## src/rtl/cto_pkg.sv

```systemverilog
`default_nettype none

package cto_pkg;

	// Timing base and widths.
	localparam int MCLK_MHZ = 100;
	localparam int TIME_W = 20;
	localparam int WDOG_W = 24;
	localparam int DCNT_W = 8;
	localparam int ADDR_W = 8;

	// Divided control pulse width and the reset hold demanded of the system.
	localparam int DIV_PULSE_NS = 1000;
	localparam int RESET_HOLD_NS = 50;
	localparam int RESET_HOLD_CYC = (RESET_HOLD_NS * MCLK_MHZ + 999) / 1000;

	// Register byte offsets.
	localparam logic [ADDR_W-1:0] ADDR_CTRL = 8'h00;
	localparam logic [ADDR_W-1:0] ADDR_CYCLE_POS = 8'h04;
	localparam logic [ADDR_W-1:0] ADDR_CON_START = 8'h08;
	localparam logic [ADDR_W-1:0] ADDR_CON_WIDTH = 8'h0C;
	localparam logic [ADDR_W-1:0] ADDR_DIV_START = 8'h10;
	localparam logic [ADDR_W-1:0] ADDR_DIV_PERIOD = 8'h14;
	localparam logic [ADDR_W-1:0] ADDR_DIV_COUNT = 8'h18;
	localparam logic [ADDR_W-1:0] ADDR_WDOG_LOAD = 8'h1C;
	localparam logic [ADDR_W-1:0] ADDR_WDOG_KICK = 8'h20;
	localparam logic [ADDR_W-1:0] ADDR_STATUS = 8'h24;
	localparam logic [ADDR_W-1:0] ADDR_MASK = 8'h28;
	localparam logic [ADDR_W-1:0] ADDR_WDOG_COUNT = 8'h2C;

	// Control register layout, bit 6 first.
	localparam int CTRL_W = 7;
	typedef struct packed {
		logic div_every_n;
		logic fault_hold;
		logic fault_en;
		logic serial_compat;
		logic div_pol;
		logic con_pol;
		logic cyc_pol;
	} cto_ctrl_t;

	// Status and mask bit positions.
	localparam int ST_CYCLE = 0;
	localparam int ST_CON = 1;
	localparam int ST_FAULT = 2;
	localparam int ST_WDOG = 3;
	localparam int ST_DIV = 4;
	localparam int ST_W = 5;

	// Synchronised pin vector positions.
	localparam int PIN_CYC = 0;
	localparam int PIN_SCLK = 1;
	localparam int PIN_DIST = 2;
	localparam int PIN_LOSS = 3;
	localparam int PIN_OD = 4;
	localparam int PIN_NAND = 5;

	// Reset values.
	localparam logic [CTRL_W-1:0] CTRL_RST = 7'h00;
	localparam logic [TIME_W-1:0] TIME_RST = 20'h00000;
	localparam logic [DCNT_W-1:0] DCNT_RST = 8'h00;
	localparam logic [WDOG_W-1:0] WDOG_LOAD_RST = 24'hFFFFFF;
	localparam logic [ST_W-1:0] MASK_RST = 5'h00;

	typedef enum logic [1:0] {
		DIV_IDLE,
		DIV_WAIT,
		DIV_HIGH,
		DIV_GAP
	} cto_div_state_t;

endpackage

`default_nettype wire

```

## src/rtl/cto_div_pulse.sv

```systemverilog
`default_nettype none

module cto_div_pulse
	import cto_pkg::*;
#(
	parameter int CLK_MHZ = MCLK_MHZ
)
(
	input wire logic hclk,
	input wire logic hresetn,
	input wire logic clear,
	input wire logic cycle_start,
	input wire logic every_n,
	input wire logic polarity,
	input wire logic [TIME_W-1:0] start_delay,
	input wire logic [TIME_W-1:0] period,
	input wire logic [DCNT_W-1:0] count,
	output logic pulse_out,
	output logic pulse_begin
);

	// Width in master clock cycles follows the configured clock rate.
	localparam int PULSE_CYC_RAW = (DIV_PULSE_NS * CLK_MHZ) / 1000;
	localparam int PULSE_CYC = (PULSE_CYC_RAW < 1) ? 1 : PULSE_CYC_RAW;
	localparam logic [TIME_W-1:0] PULSE_LAST = TIME_W'(PULSE_CYC - 1);

	cto_div_state_t state;
	logic [TIME_W-1:0] timer;
	logic [DCNT_W-1:0] left;
	logic [DCNT_W-1:0] rep;
	logic in_high;

	// A counted cycle start resynchronises the train; in every-N mode the skipped starts leave a late train running.
	always_ff @(posedge hclk or negedge hresetn)
	begin
		if (!hresetn)
		begin
			state <= DIV_IDLE;
			timer <= TIME_RST;
			left <= DCNT_RST;
			rep <= DCNT_RST;
		end
		else if (clear)
		begin
			state <= DIV_IDLE;
			timer <= TIME_RST;
			left <= DCNT_RST;
			rep <= DCNT_RST;
		end
		else if (cycle_start && count != DCNT_RST)
		begin
			if (!every_n)
			begin
				state <= DIV_WAIT;
				timer <= start_delay;
				left <= count;
			end
			else if (rep >= count - DCNT_W'(1))
			begin
				rep <= DCNT_RST;
				state <= DIV_WAIT;
				timer <= start_delay;
				left <= DCNT_W'(1);
			end
			else
			begin
				rep <= rep + DCNT_W'(1);
			end
		end
		else
		begin
			unique case (state)
				DIV_IDLE:
				begin
					timer <= TIME_RST;
				end
				DIV_WAIT, DIV_GAP:
				begin
					if (timer == TIME_RST)
					begin
						state <= DIV_HIGH;
						timer <= PULSE_LAST;
					end
					else
					begin
						timer <= timer - TIME_W'(1);
					end
				end
				DIV_HIGH:
				begin
					if (timer != TIME_RST)
					begin
						timer <= timer - TIME_W'(1);
					end
					else if (left <= DCNT_W'(1))
					begin
						state <= DIV_IDLE;
						left <= DCNT_RST;
					end
					else
					begin
						left <= left - DCNT_W'(1);
						state <= DIV_GAP;
						timer <= period;
					end
				end
			endcase
		end
	end

	always_ff @(posedge hclk or negedge hresetn)
	begin
		if (!hresetn)
		begin
			in_high <= 1'b0;
			pulse_out <= 1'b0;
			pulse_begin <= 1'b0;
		end
		else
		begin
			in_high <= (state == DIV_HIGH);
			pulse_out <= (state == DIV_HIGH) ^ polarity;
			pulse_begin <= (state == DIV_HIGH) && !in_high;
		end
	end

endmodule

`default_nettype wire

```

## src/rtl/cto_cycle_timing.sv

```systemverilog
`default_nettype none

module cto_cycle_timing
	import cto_pkg::*;
#(
	parameter int NAND_W = 8,
	parameter int CLK_MHZ = MCLK_MHZ
)
(
	input wire logic hclk,
	input wire logic hresetn,
	input wire logic hsel,
	input wire logic [31:0] haddr,
	input wire logic [1:0] htrans,
	input wire logic hwrite,
	input wire logic [2:0] hsize,
	input wire logic [31:0] hwdata,
	input wire logic hready,
	output logic [31:0] hrdata,
	output logic hreadyout,
	output logic hresp,
	input wire logic cycle_sync_in,
	input wire logic serial_clk_in,
	input wire logic rx_distortion_in,
	input wire logic rx_signal_absent_in,
	input wire logic output_disable_in,
	input wire logic [NAND_W-1:0] nand_chain_in,
	output logic control_pulse_out,
	output logic divided_pulse_out,
	output logic serial_clock_half_out,
	output logic serial_clock_quarter_out,
	output logic line_fault_n,
	output logic watchdog_out_n,
	output logic pins_oe,
	output logic nand_chain_out,
	output logic irq
);

	localparam int PIN_W = PIN_NAND + NAND_W;

	logic [PIN_W-1:0] pin_raw;
	logic [PIN_W-1:0] pin_s1;
	logic [PIN_W-1:0] pin_s2;
	logic od;
	logic take;
	logic wr_pend;
	logic rd_pend;
	logic [ADDR_W-1:0] acc_addr;
	logic [31:0] rd_mux;
	cto_ctrl_t ctrl;
	logic [TIME_W-1:0] con_start;
	logic [TIME_W-1:0] con_width;
	logic [TIME_W-1:0] div_start;
	logic [TIME_W-1:0] div_period;
	logic [DCNT_W-1:0] div_count;
	logic [WDOG_W-1:0] wdog_load;
	logic [ST_W-1:0] mask;
	logic [ST_W-1:0] status;
	logic [ST_W-1:0] events;
	logic [ST_W-1:0] w1c;
	logic [ST_W-1:0] next_status;
	logic cyc_s3;
	logic cycle_start;
	logic [TIME_W-1:0] cycle_pos;
	logic [TIME_W-1:0] con_cnt;
	logic [TIME_W-1:0] next_con_cnt;
	logic con_hit;
	logic sclk_s3;
	logic [1:0] sdiv;
	logic fault_raw;
	logic fault_prev;
	logic [WDOG_W-1:0] wdog_cnt;
	logic wdog_armed;
	logic kick;
	logic wdog_expire;
	logic div_begin;
	logic div_pulse;
	logic [NAND_W-1:0] nand_chain;

	// Every pin input, test chain included, is retimed before any logic looks at it.
	assign pin_raw = {nand_chain_in, output_disable_in, rx_signal_absent_in,
		rx_distortion_in, serial_clk_in, cycle_sync_in};

	always_ff @(posedge hclk or negedge hresetn)
	begin
		if (!hresetn)
		begin
			pin_s1 <= '0;
			pin_s2 <= '0;
		end
		else
		begin
			pin_s1 <= pin_raw;
			pin_s2 <= pin_s1;
		end
	end

	assign od = pin_s2[PIN_OD];

	// Bus slave: writes finish with no wait state, reads take one so they see the prior write.
	assign take = hsel && htrans[1] && hready;
	assign hreadyout = !rd_pend;
	assign hresp = 1'b0;

	always_ff @(posedge hclk or negedge hresetn)
	begin
		if (!hresetn)
		begin
			wr_pend <= 1'b0;
			rd_pend <= 1'b0;
			acc_addr <= '0;
		end
		else
		begin
			wr_pend <= take && hwrite;
			rd_pend <= take && !hwrite;
			if (take)
			begin
				acc_addr <= haddr[ADDR_W-1:0];
			end
		end
	end

	always_comb
	begin
		rd_mux = 32'h00000000;
		unique case (acc_addr)
			ADDR_CTRL: rd_mux[CTRL_W-1:0] = ctrl;
			ADDR_CYCLE_POS: rd_mux[TIME_W-1:0] = cycle_pos;
			ADDR_CON_START: rd_mux[TIME_W-1:0] = con_start;
			ADDR_CON_WIDTH: rd_mux[TIME_W-1:0] = con_width;
			ADDR_DIV_START: rd_mux[TIME_W-1:0] = div_start;
			ADDR_DIV_PERIOD: rd_mux[TIME_W-1:0] = div_period;
			ADDR_DIV_COUNT: rd_mux[DCNT_W-1:0] = div_count;
			ADDR_WDOG_LOAD: rd_mux[WDOG_W-1:0] = wdog_load;
			ADDR_STATUS: rd_mux[ST_W-1:0] = status;
			ADDR_MASK: rd_mux[ST_W-1:0] = mask;
			ADDR_WDOG_COUNT: rd_mux[WDOG_W-1:0] = wdog_cnt;
			default: rd_mux = 32'h00000000;
		endcase
	end

	always_ff @(posedge hclk or negedge hresetn)
	begin
		if (!hresetn)
		begin
			hrdata <= 32'h00000000;
		end
		else if (rd_pend)
		begin
			hrdata <= rd_mux;
		end
	end

	// Output disable clears the configuration too, as all timing, fault, watchdog and status logic is held in reset.
	always_ff @(posedge hclk or negedge hresetn)
	begin
		if (!hresetn)
		begin
			ctrl <= cto_ctrl_t'(CTRL_RST);
			con_start <= TIME_RST;
			con_width <= TIME_RST;
			div_start <= TIME_RST;
			div_period <= TIME_RST;
			div_count <= DCNT_RST;
			wdog_load <= WDOG_LOAD_RST;
			mask <= MASK_RST;
		end
		else if (od)
		begin
			ctrl <= cto_ctrl_t'(CTRL_RST);
			con_start <= TIME_RST;
			con_width <= TIME_RST;
			div_start <= TIME_RST;
			div_period <= TIME_RST;
			div_count <= DCNT_RST;
			wdog_load <= WDOG_LOAD_RST;
			mask <= MASK_RST;
		end
		else if (wr_pend)
		begin
			unique case (acc_addr)
				ADDR_CTRL: ctrl <= cto_ctrl_t'(hwdata[CTRL_W-1:0]);
				ADDR_CON_START: con_start <= hwdata[TIME_W-1:0];
				ADDR_CON_WIDTH: con_width <= hwdata[TIME_W-1:0];
				ADDR_DIV_START: div_start <= hwdata[TIME_W-1:0];
				ADDR_DIV_PERIOD: div_period <= hwdata[TIME_W-1:0];
				ADDR_DIV_COUNT: div_count <= hwdata[DCNT_W-1:0];
				ADDR_WDOG_LOAD: wdog_load <= hwdata[WDOG_W-1:0];
				ADDR_MASK: mask <= hwdata[ST_W-1:0];
				default: ;
			endcase
		end
	end

	// Cycle timing: the active edge of the sync input restarts the position counter.
	always_ff @(posedge hclk or negedge hresetn)
	begin
		if (!hresetn)
		begin
			cyc_s3 <= 1'b0;
			sclk_s3 <= 1'b0;
		end
		else
		begin
			cyc_s3 <= pin_s2[PIN_CYC];
			sclk_s3 <= pin_s2[PIN_SCLK];
		end
	end

	assign cycle_start = !od && ((pin_s2[PIN_CYC] ^ ctrl.cyc_pol) && !(cyc_s3 ^ ctrl.cyc_pol));

	always_ff @(posedge hclk or negedge hresetn)
	begin
		if (!hresetn)
		begin
			cycle_pos <= '1;
		end
		else if (od)
		begin
			cycle_pos <= '1;
		end
		else if (cycle_start)
		begin
			cycle_pos <= TIME_RST;
		end
		else if (cycle_pos != '1)
		begin
			cycle_pos <= cycle_pos + TIME_W'(1);
		end
	end

	// The position saturates, so a stalled cycle clock cannot retrigger the control pulse.
	assign con_hit = (cycle_pos == con_start) && (cycle_pos != '1) && (con_width != TIME_RST);

	always_comb
	begin
		next_con_cnt = con_cnt;
		if (con_hit)
		begin
			next_con_cnt = con_width;
		end
		else if (con_cnt != TIME_RST)
		begin
			next_con_cnt = con_cnt - TIME_W'(1);
		end
	end

	always_ff @(posedge hclk or negedge hresetn)
	begin
		if (!hresetn)
		begin
			con_cnt <= TIME_RST;
			control_pulse_out <= 1'b0;
		end
		else if (od)
		begin
			con_cnt <= TIME_RST;
			control_pulse_out <= 1'b0;
		end
		else
		begin
			con_cnt <= next_con_cnt;
			control_pulse_out <= (next_con_cnt != TIME_RST) ^ ctrl.con_pol;
		end
	end

	cto_div_pulse #(
		.CLK_MHZ(CLK_MHZ)
	) i_cto_div_pulse (
		.hclk(hclk),
		.hresetn(hresetn),
		.clear(od),
		.cycle_start(cycle_start),
		.every_n(ctrl.div_every_n),
		.polarity(ctrl.div_pol),
		.start_delay(div_start),
		.period(div_period),
		.count(div_count),
		.pulse_out(div_pulse),
		.pulse_begin(div_begin)
	);

	assign divided_pulse_out = div_pulse;

	// Serial clock division works on the retimed clock, so it is only valid well below hclk/2.
	always_ff @(posedge hclk or negedge hresetn)
	begin
		if (!hresetn)
		begin
			sdiv <= 2'h0;
			serial_clock_half_out <= 1'b0;
			serial_clock_quarter_out <= 1'b0;
		end
		else if (od)
		begin
			sdiv <= 2'h0;
			serial_clock_half_out <= 1'b0;
			serial_clock_quarter_out <= 1'b0;
		end
		else
		begin
			if (pin_s2[PIN_SCLK] && !sclk_s3)
			begin
				sdiv <= sdiv + 2'h1;
			end
			serial_clock_half_out <= ctrl.serial_compat ? pin_s2[PIN_SCLK] : sdiv[0];
			serial_clock_quarter_out <= ctrl.serial_compat ? sdiv[0] : sdiv[1];
		end
	end

	// Line fault either follows the receiver or holds until its status bit is cleared.
	assign fault_raw = ctrl.fault_en && (pin_s2[PIN_DIST] || pin_s2[PIN_LOSS]);

	always_ff @(posedge hclk or negedge hresetn)
	begin
		if (!hresetn)
		begin
			fault_prev <= 1'b0;
			line_fault_n <= 1'b1;
		end
		else if (od)
		begin
			fault_prev <= 1'b0;
			line_fault_n <= 1'b1;
		end
		else
		begin
			fault_prev <= fault_raw;
			line_fault_n <= !(fault_raw || (ctrl.fault_hold && status[ST_FAULT]));
		end
	end

	// Watchdog runs only after the first kick, so software may configure it first.
	assign kick = wr_pend && (acc_addr == ADDR_WDOG_KICK);
	assign wdog_expire = wdog_armed && !kick && (wdog_cnt == WDOG_W'(1));

	always_ff @(posedge hclk or negedge hresetn)
	begin
		if (!hresetn)
		begin
			wdog_cnt <= '0;
			wdog_armed <= 1'b0;
			watchdog_out_n <= 1'b1;
		end
		else if (od)
		begin
			wdog_cnt <= '0;
			wdog_armed <= 1'b0;
			watchdog_out_n <= 1'b1;
		end
		else
		begin
			if (kick)
			begin
				wdog_cnt <= wdog_load;
				wdog_armed <= 1'b1;
			end
			else if (wdog_cnt != '0)
			begin
				wdog_cnt <= wdog_cnt - WDOG_W'(1);
			end
			watchdog_out_n <= !(wdog_armed && !kick && wdog_cnt <= WDOG_W'(1));
		end
	end

	// Interrupt status: a new event wins over a write-one-to-clear in the same cycle.
	always_comb
	begin
		events = '0;
		events[ST_CYCLE] = cycle_start;
		events[ST_CON] = con_hit;
		events[ST_FAULT] = fault_raw && !fault_prev;
		events[ST_WDOG] = wdog_expire;
		events[ST_DIV] = div_begin;
		w1c = (wr_pend && acc_addr == ADDR_STATUS) ? hwdata[ST_W-1:0] : '0;
		next_status = (status & ~w1c) | events;
	end

	always_ff @(posedge hclk or negedge hresetn)
	begin
		if (!hresetn)
		begin
			status <= '0;
			irq <= 1'b0;
		end
		else if (od)
		begin
			status <= '0;
			irq <= 1'b0;
		end
		else
		begin
			status <= next_status;
			irq <= |(next_status & mask);
		end
	end

	// Output enables drop while disabled; the test chain output has none and keeps driving.
	generate
		genvar gi;
		assign nand_chain[0] = pin_s2[PIN_NAND];
		for (gi = 1; gi < NAND_W; gi++)
		begin : g_chain
			assign nand_chain[gi] = !(nand_chain[gi-1] && pin_s2[PIN_NAND + gi]);
		end
	endgenerate

	always_ff @(posedge hclk or negedge hresetn)
	begin
		if (!hresetn)
		begin
			pins_oe <= 1'b0;
			nand_chain_out <= 1'b0;
		end
		else
		begin
			pins_oe <= !od;
			nand_chain_out <= nand_chain[NAND_W-1];
		end
	end

endmodule

`default_nettype wire

```

## config.mk

```make
export PLATFORM = sky130hd
export DESIGN_NAME = cto_cycle_timing
export DESIGN_NICKNAME = d
export VERILOG_FILES = /design/src/rtl/cto_pkg.sv /design/src/rtl/cto_div_pulse.sv /design/src/rtl/cto_cycle_timing.sv
export SDC_FILE = /design/constraint.sdc
export NUM_CORES = 1
export LEC_CHECK = 0
export BUFFER_PORTS_ARGS = -buffer_cell sky130_fd_sc_hd__buf_2
export CAP_MARGIN = 5
export CORE_MARGIN = 2
export CORE_UTILIZATION = 54
export CTS_CLUSTER_DIAMETER = 30
export DETAILED_ROUTE_END_ITERATION = 8
export GPL_ROUTABILITY_DRIVEN = 1
export GPL_TIMING_DRIVEN = 0
export PLACE_DENSITY = 0.76
export SYNTH_ARGS = -nofsm -noshare
export SYNTH_HDL_FRONTEND = slang
export SYNTH_SLANG_ARGS = --single-unit
```

## constraint.sdc

```tcl
create_clock -name hclk -period 3.1 [get_ports hclk]
set_input_delay 0.62 -clock hclk [delete_from_list [all_inputs] [get_ports hclk]]
set_output_delay 0.62 -clock hclk [all_outputs]
set_load 0.03 [all_outputs]
```

; After elaboration in Yosys (flattened, before gate mapping)
; Index checks and enable logic that the tools add are counted.
[word_totals]
elab_cells = 250
reg_bits = 308
[op_classes]
reduce_logical = 85
n_addsub = 8
n_eq_ne = 22
mux = 80
n_bitwise = 8
order_cmp = 3
[ops]
columns = op, n
row1 = 20-bit 2-to-1 mux, 25
row2 = 24-bit 2-to-1 mux, 6
row3 = 8-bit 2-to-1 mux, 14
row4 = 12-bit case mux with 7 select lines, 1
row5 = 20-bit nonzero test, 4
row6 = 20-bit case mux with 3 select lines, 1
row7 = 5-bit case mux with 11 select lines, 1
row8 = 20-bit by 1-bit subtractor with 20-bit output (second input constant), 2
row9 = 8-bit by 5-bit equality test with 1-bit output (second input constant), 4
row10 = 8-bit by 6-bit equality test with 1-bit output (second input constant), 4
row11 = 1-bit logical AND, 26
row12 = 2-bit nonzero test, 13
row13 = 5-bit 2-to-1 mux, 5
row14 = 24-bit by 1-bit equality test with 1-bit output (second input constant), 1
row15 = 24-bit by 1-bit less-or-equal comparator with 1-bit output (second input constant), 1
row16 = 24-bit nonzero test, 1
row17 = 24-bit by 1-bit subtractor with 24-bit output (second input constant), 1
row18 = 7-bit 2-to-1 mux, 3
row19 = 20-bit by 1-bit adder with 20-bit output (second input constant), 1
row20 = 20-bit equality test, 1
row21 = 20-bit zero test, 1
row22 = 20-bit != test (second input constant), 1
row23 = 2-bit AND reduction, 10
row24 = 2-bit 2-to-1 mux, 9
row25 = 34 further kinds, 70

; Depth between registers and ports, before layout
[depth]
word_depth = 14
depth_mapped = 14
ltp_nobuf = 11

; Hierarchy
; Synthesis repeated with hierarchy kept, for this count alone.
[unflattened]
hier_cells = 1729
area_unflattened_um2 = 15936.5
[by_module_without_submodules]
columns = mod, cells_per_inst, n_inst, area_per_inst_um2
row1 = cto_cycle_timing, 1359, 1, 12728.5
row2 = cto_div_pulse, 370, 1, 3208.1

; Worst setup path after synthesis
; No wires, ideal clock.
[synth_path]
path_type = reg-to-reg
startpoint = register cycle_pos[0]
endpoint = register control_pulse_out
stages_incl_launch_ff = 12
setup_time_ns = 0.127
arrival_ns = 2.808
setup_slack_ns = 0.164
period_less_slack_ns = 2.936
path_cell_list = dfstp_2 ha_1 nand3_1 or3_1 clkbuf_1 nor3_2 nor4_1 a211oi_1 nand4b_1 or3_1 a21oi_2 mux2_1
[synth_via]
elab_chain_cells = 7
word_cells_on_any_way = 8
cone_classes = eq/ne (2) / mux (2) / bitwise (1) / reduce/logical (3)
[synth_rtl]
columns = item, line_no
row1 = from (decl), cto_cycle_timing.sv:64  ; logic [TIME_W-1:0] cycle_pos;
row2 = from (signal assigned), cto_cycle_timing.sv:229  ; cycle_pos <= cycle_pos + TIME_W'(1);
row3 = 20-bit equality test or 20-bit != test (tied branches), cto_cycle_timing.sv:234  ; assign con_hit = (cycle_pos == con_start) && (cycle_pos != '1) && (con_width != TIME_RST);
row4 = 1-bit logical AND * (2 in series), cto_cycle_timing.sv:234
row5 = 20-bit 2-to-1 mux *, cto_cycle_timing.sv:239  ; if (con_hit)
row6 = 20-bit nonzero test *, cto_cycle_timing.sv:264  ; control_pulse_out <= (next_con_cnt != TIME_RST) ^ ctrl.con_pol;
row7 = 1-bit XOR *, cto_cycle_timing.sv:264
row8 = 1-bit 2-to-1 mux *, cto_cycle_timing.sv:256  ; else if (od)
row9 = to (signal assigned), cto_cycle_timing.sv:264
row10 = to (decl), cto_cycle_timing.sv:28  ; output logic control_pulse_out,
; Mark *: on every way between the ends. The rest lies on a longest branch, timed or not.
; A chain may end at the register's enable or synchronous reset.

; Worst setup path after layout
[layout_path]
startpoint = register cycle_pos[6]
endpoint = register control_pulse_out
; Same word-level chain as after synthesis.

==> results.tsv <==
stage	metric	value	unit
grt	vias in the first global route	14600	
setup_path	Crit path arrival time	3.74	ns
setup_path	Top delay family on crit path	simple AND/OR/NAND/NOR gates	
clock_tree	CTS Sinks	308	
yosys	leading area contributor after synthesis	dfrtp_1	
routing	vias per cell	6.14	
timing	Min Clock Period, post-route	3.31	ns
yosys	Post-Syn Area	0.0158	mm^2
timing	# setup viols final	1	
timing	Final Hold Vio Count	0	
clock_tree	CTS max path bufs	3	
setup_path	Critical Path Stages	10	
clock_tree	Post-CTS Hold Buffers	0	
setup_path	Crit. End Element	register	
yosys	Netlist cell types	66	
timing	RSZ-0062 raised after global routing	true	
setup_path	Worst Reg-to-Reg Cells	10	
timing	Final Max Tran Viols	0	
yosys	ys flop type	dfrtp_1	
setup_path	reg-to-reg slack, setup	-0.21	ns
floorplan	Core Region	0.0288	mm^2
clock_tree	Reg clk slew, reported paths	0.05	ns
grt	largest net degree at the start of global routing	125	
yosys	number of synthesized flops with an enable pin	0	
finish	Area growth syn-to-layout	23.0	%
yosys	top cells by count, synth	nand2_1, dfrtp_1, nor2_1, a21oi_1, clkbuf_1	
grt	first-pass GRT wire length	79900	um
routing	DR WL/cell	21.2	um
setup_path	worst setup path endpoint	control_pulse_out	
setup_path	Crit-path slowest cell	dfstp_2	
yosys	synth warn	0	
yosys	number of synthesized register bits	308	
setup_path	Crit Path Category	reg -> reg	
routing	drt first pass iters	6	
finish	final instance area	0.0194	mm^2
pwr	Cell Pwr Density	926	mW/mm^2
floorplan	die width	175	um
routing	drc violations	0	
timing	Worst-Margin Slew	1.01	ns
timing	Slew headroom	32.1	%
timing	final worst setup slack	-0.209	ns
setup_path	Startpoint Class	register	
placement	dpl hpwl	35900	um
yosys	Syn Inst Count	1780	
clock_tree	CTS buffer count	69	
floorplan	die area	0.0307	mm^2
clock_tree	clk root buf	clkbuf_16	
floorplan	Row Count	62	
yosys	register area share after synthesis	49.1	%
routing	DR vias	14600	
placement	I/O Buffers	79	
grt	total track usage	33.5	%
timing	Setup Skew	0.0271	ns
setup_path	R2R Path End	control_pulse_out	
finish	Layout Nets	2053	
pwr	peak supply drop	0.000699	V
setup_path	critical path cell sequence	nand4_1 -> or3_4 -> nor3_4 -> nor4_2 -> buf_4 -> a211oi_4 -> nand4b_1 -> or3_1 -> a21oi_2 -> mux2_2	
floorplan	die height	175	um
finish	layout cells sized above 1	16.0	%
yosys	top post-synthesis cells by area	dfrtp_1, nand2_1, dfstp_2	
setup_path	WP buf/inv	1	
placement	Placed Area	0.0168	mm^2
setup_path	R2R Path Start	cycle_pos[6]	
timing	Final Cycle Share	107	%
floorplan	I/O pin cnt	130	
grt	antenna violations before repair	0	
finish	post-layout util	67.6	%
floorplan	Initial Utilization	54.9	%
job	maxcap violations	0	
routing	antenna-violating nets left	0	
clock_tree	# H-tree levels	3	
setup_path	Crit path required time	3.53	ns
yosys	cell with the most instances after synthesis	nand2_1	
clock_tree	CTS tree	yes	
timing	fmax	302	MHz
setup_path	crit path launch	cycle_pos[6]	
yosys	Synth Area per Inst	8.88	um^2
min_path	worst min path class	in -> async	
setup_path	slowest stage delay, CP	0.65	ns
grt	Overflow after GRT	0	
outcome	failing checks	negative setup slack	
setup_path	crit path max fanout	8	
finish	Fill cells	2218	
placement	Final GP Congestion	0.971	
clock_tree	worst skew pair latency	0.57	ns
routing	Post-Route WL	50500	um
yosys	top-area cell type share of the netlist area	41.5	%
pwr	LEAKAGE	8.41	nW
yosys	fraction of registers with async set/reset	100	%
outcome	run status	finished, violations left	
routing	First DRT Iteration DRCs	1779	
[report_power, final]
part | internal [mW] | switching (mW)
sequential | 4.60 | 0.641
clock | 5.23 | 2.31
combinational | 2.09 | 3.14
total | 11.9 | 6.09
[routing by layer]
| metal | wire, um | global-route usage (%) | vias up |
|---|---|---|---|
| met5 | 0 | 0 | - |
| met3 | 5300 | 8.68 | 177 |
| met2 | 23700 | 53.7 | 807 |
| li1 | - | - | 6592 |
| met1 | 19500 | 43.1 | 7072 |
| met4 | 2090 | 14.8 | 0 |
[worst register-to-register path: stages, from the launching register on]
cell      delay [ns]
dfstp_2         0.65
nand4_1         0.18
or3_4           0.44
nor3_4          0.27
nor4_2          0.12
buf_4           0.21
a211oi_4        0.20
nand4b_1        0.16
or3_1           0.34
a21oi_2         0.22
mux2_2          0.39
[cell families after synthesis]
logic type      count (synthesis)  synth area share (%)
xor+xnor                       97                  5.37
fa+ha+maj                      20                  1.58
compound gates                404                  15.9
mux                            38                  2.51
buf+inv                       148                  3.85
flops                         308                  49.1
simple gates                  764                  21.7
other cells                     1                0.0237
[how the worst min path moves through the flow]
stage / start / to / cells after the start
finish: hresetn / i_cto_div_pulse.rep[1] / 1
global placement: pin_s1[12] / pin_s2[12] / 0
detailed placement: pin_s1[12] / pin_s2[12] / 0
global route: nand_chain_in[4] / pin_s1[9] / 1
floorplan: hresetn / acc_addr[0] / 0
CTS: nand_chain_in[3] / pin_s1[8] / 1
[cells in the final DEF (no fill, tap or decap), types with 6 or more instances in the layout]
master     synthesis  layout
a211oi_1          27      26
a21o_1             6       6
a21oi_1          135     134
a221oi_1          31      31
a22oi_1           40      40
a31oi_1           20      20
and3_1             7       7
buf_1              6       6
buf_2              5      82
buf_4             10      24
bufinv_16          0      10
clkbuf_1         103     102
clkbuf_16          0      72
clkbuf_8           0       7
clkinv_2           0      11
conb_1             1       9
dfrtp_1          262     257
dfstp_2           46      46
ha_1              20      19
inv_1             22      22
mux2_2             8       9
mux2i_1           25      25
nand2_1          353     353
nand2b_1          23      23
nand3_1           77      76
nand3b_1           6       6
nand4_1            7       7
nor2_1           157     156
nor2b_1            8       7
nor3_1            47      46
nor4_1            27      22
o21ai_0           92      90
o31ai_1           23      23
or3_1             17      15
or4_1              9       8
xnor2_1           39      39
xor2_1            58      58
[layout make-up]
| class | count | area (um^2) | share of cell area (%) |
|---|---|---|---|
| repair buffers | 95 | 569 | 2.93 |
| plain buffers | 118 | 512 | 2.63 |
| multi-input cells | 1332 | 7610 | 39.1 |
| well taps | 384 | 480 | 2.47 |
| diodes | 1 | 2.50 | 0.0129 |
| clock inverters | 35 | 480 | 2.47 |
| clock buffers | 90 | 1940 | 9.97 |
| inverters | 22 | 82.6 | 0.425 |
| flip-flops and latches | 308 | 7770 | 40.0 |
[metrics by stage]
step	cells	TNS [ns]	power, mW	worst slack (ns)	hold WS (ns)
floorplan	1788	0	8.75	0.164	0.324
global placement	2251	-1236.56	9.89	-4.28	0.333
detailed placement	2254	-11.07	10.0	-0.648	0.336
CTS	2379	-0.131	17.7	-0.131	0.152
global route	2384	-0.227	18.9	-0.227	0.148
finish	2385	-0.209	18.0	-0.209	0.158
[repair_timing]
action / 4_1_cts / 5_1_grt
endpoints found under the setup margin: 78 / 87
pin swaps: 7 / 7
buffers inserted: 4 / 9
endpoints found under the hold margin: 0 / 0
resized for setup: 16 / 36
[registers in the layout, summed over array words and instances (netlist names), 13 cells and up]
| signal | flops |
|---|---|
| div_period | 20 |
| i_cto_div_pulse.timer | 20 |
| pin_s1 | 13 |
| con_start | 20 |
| cycle_pos | 20 |
| div_start | 20 |
| con_cnt | 20 |
| wdog_load | 24 |
| hrdata | 24 |
| con_width | 20 |
| pin_s2 | 13 |
| wdog_cnt | 24 |
Note: power is estimated with default switching activity, not from simulation.
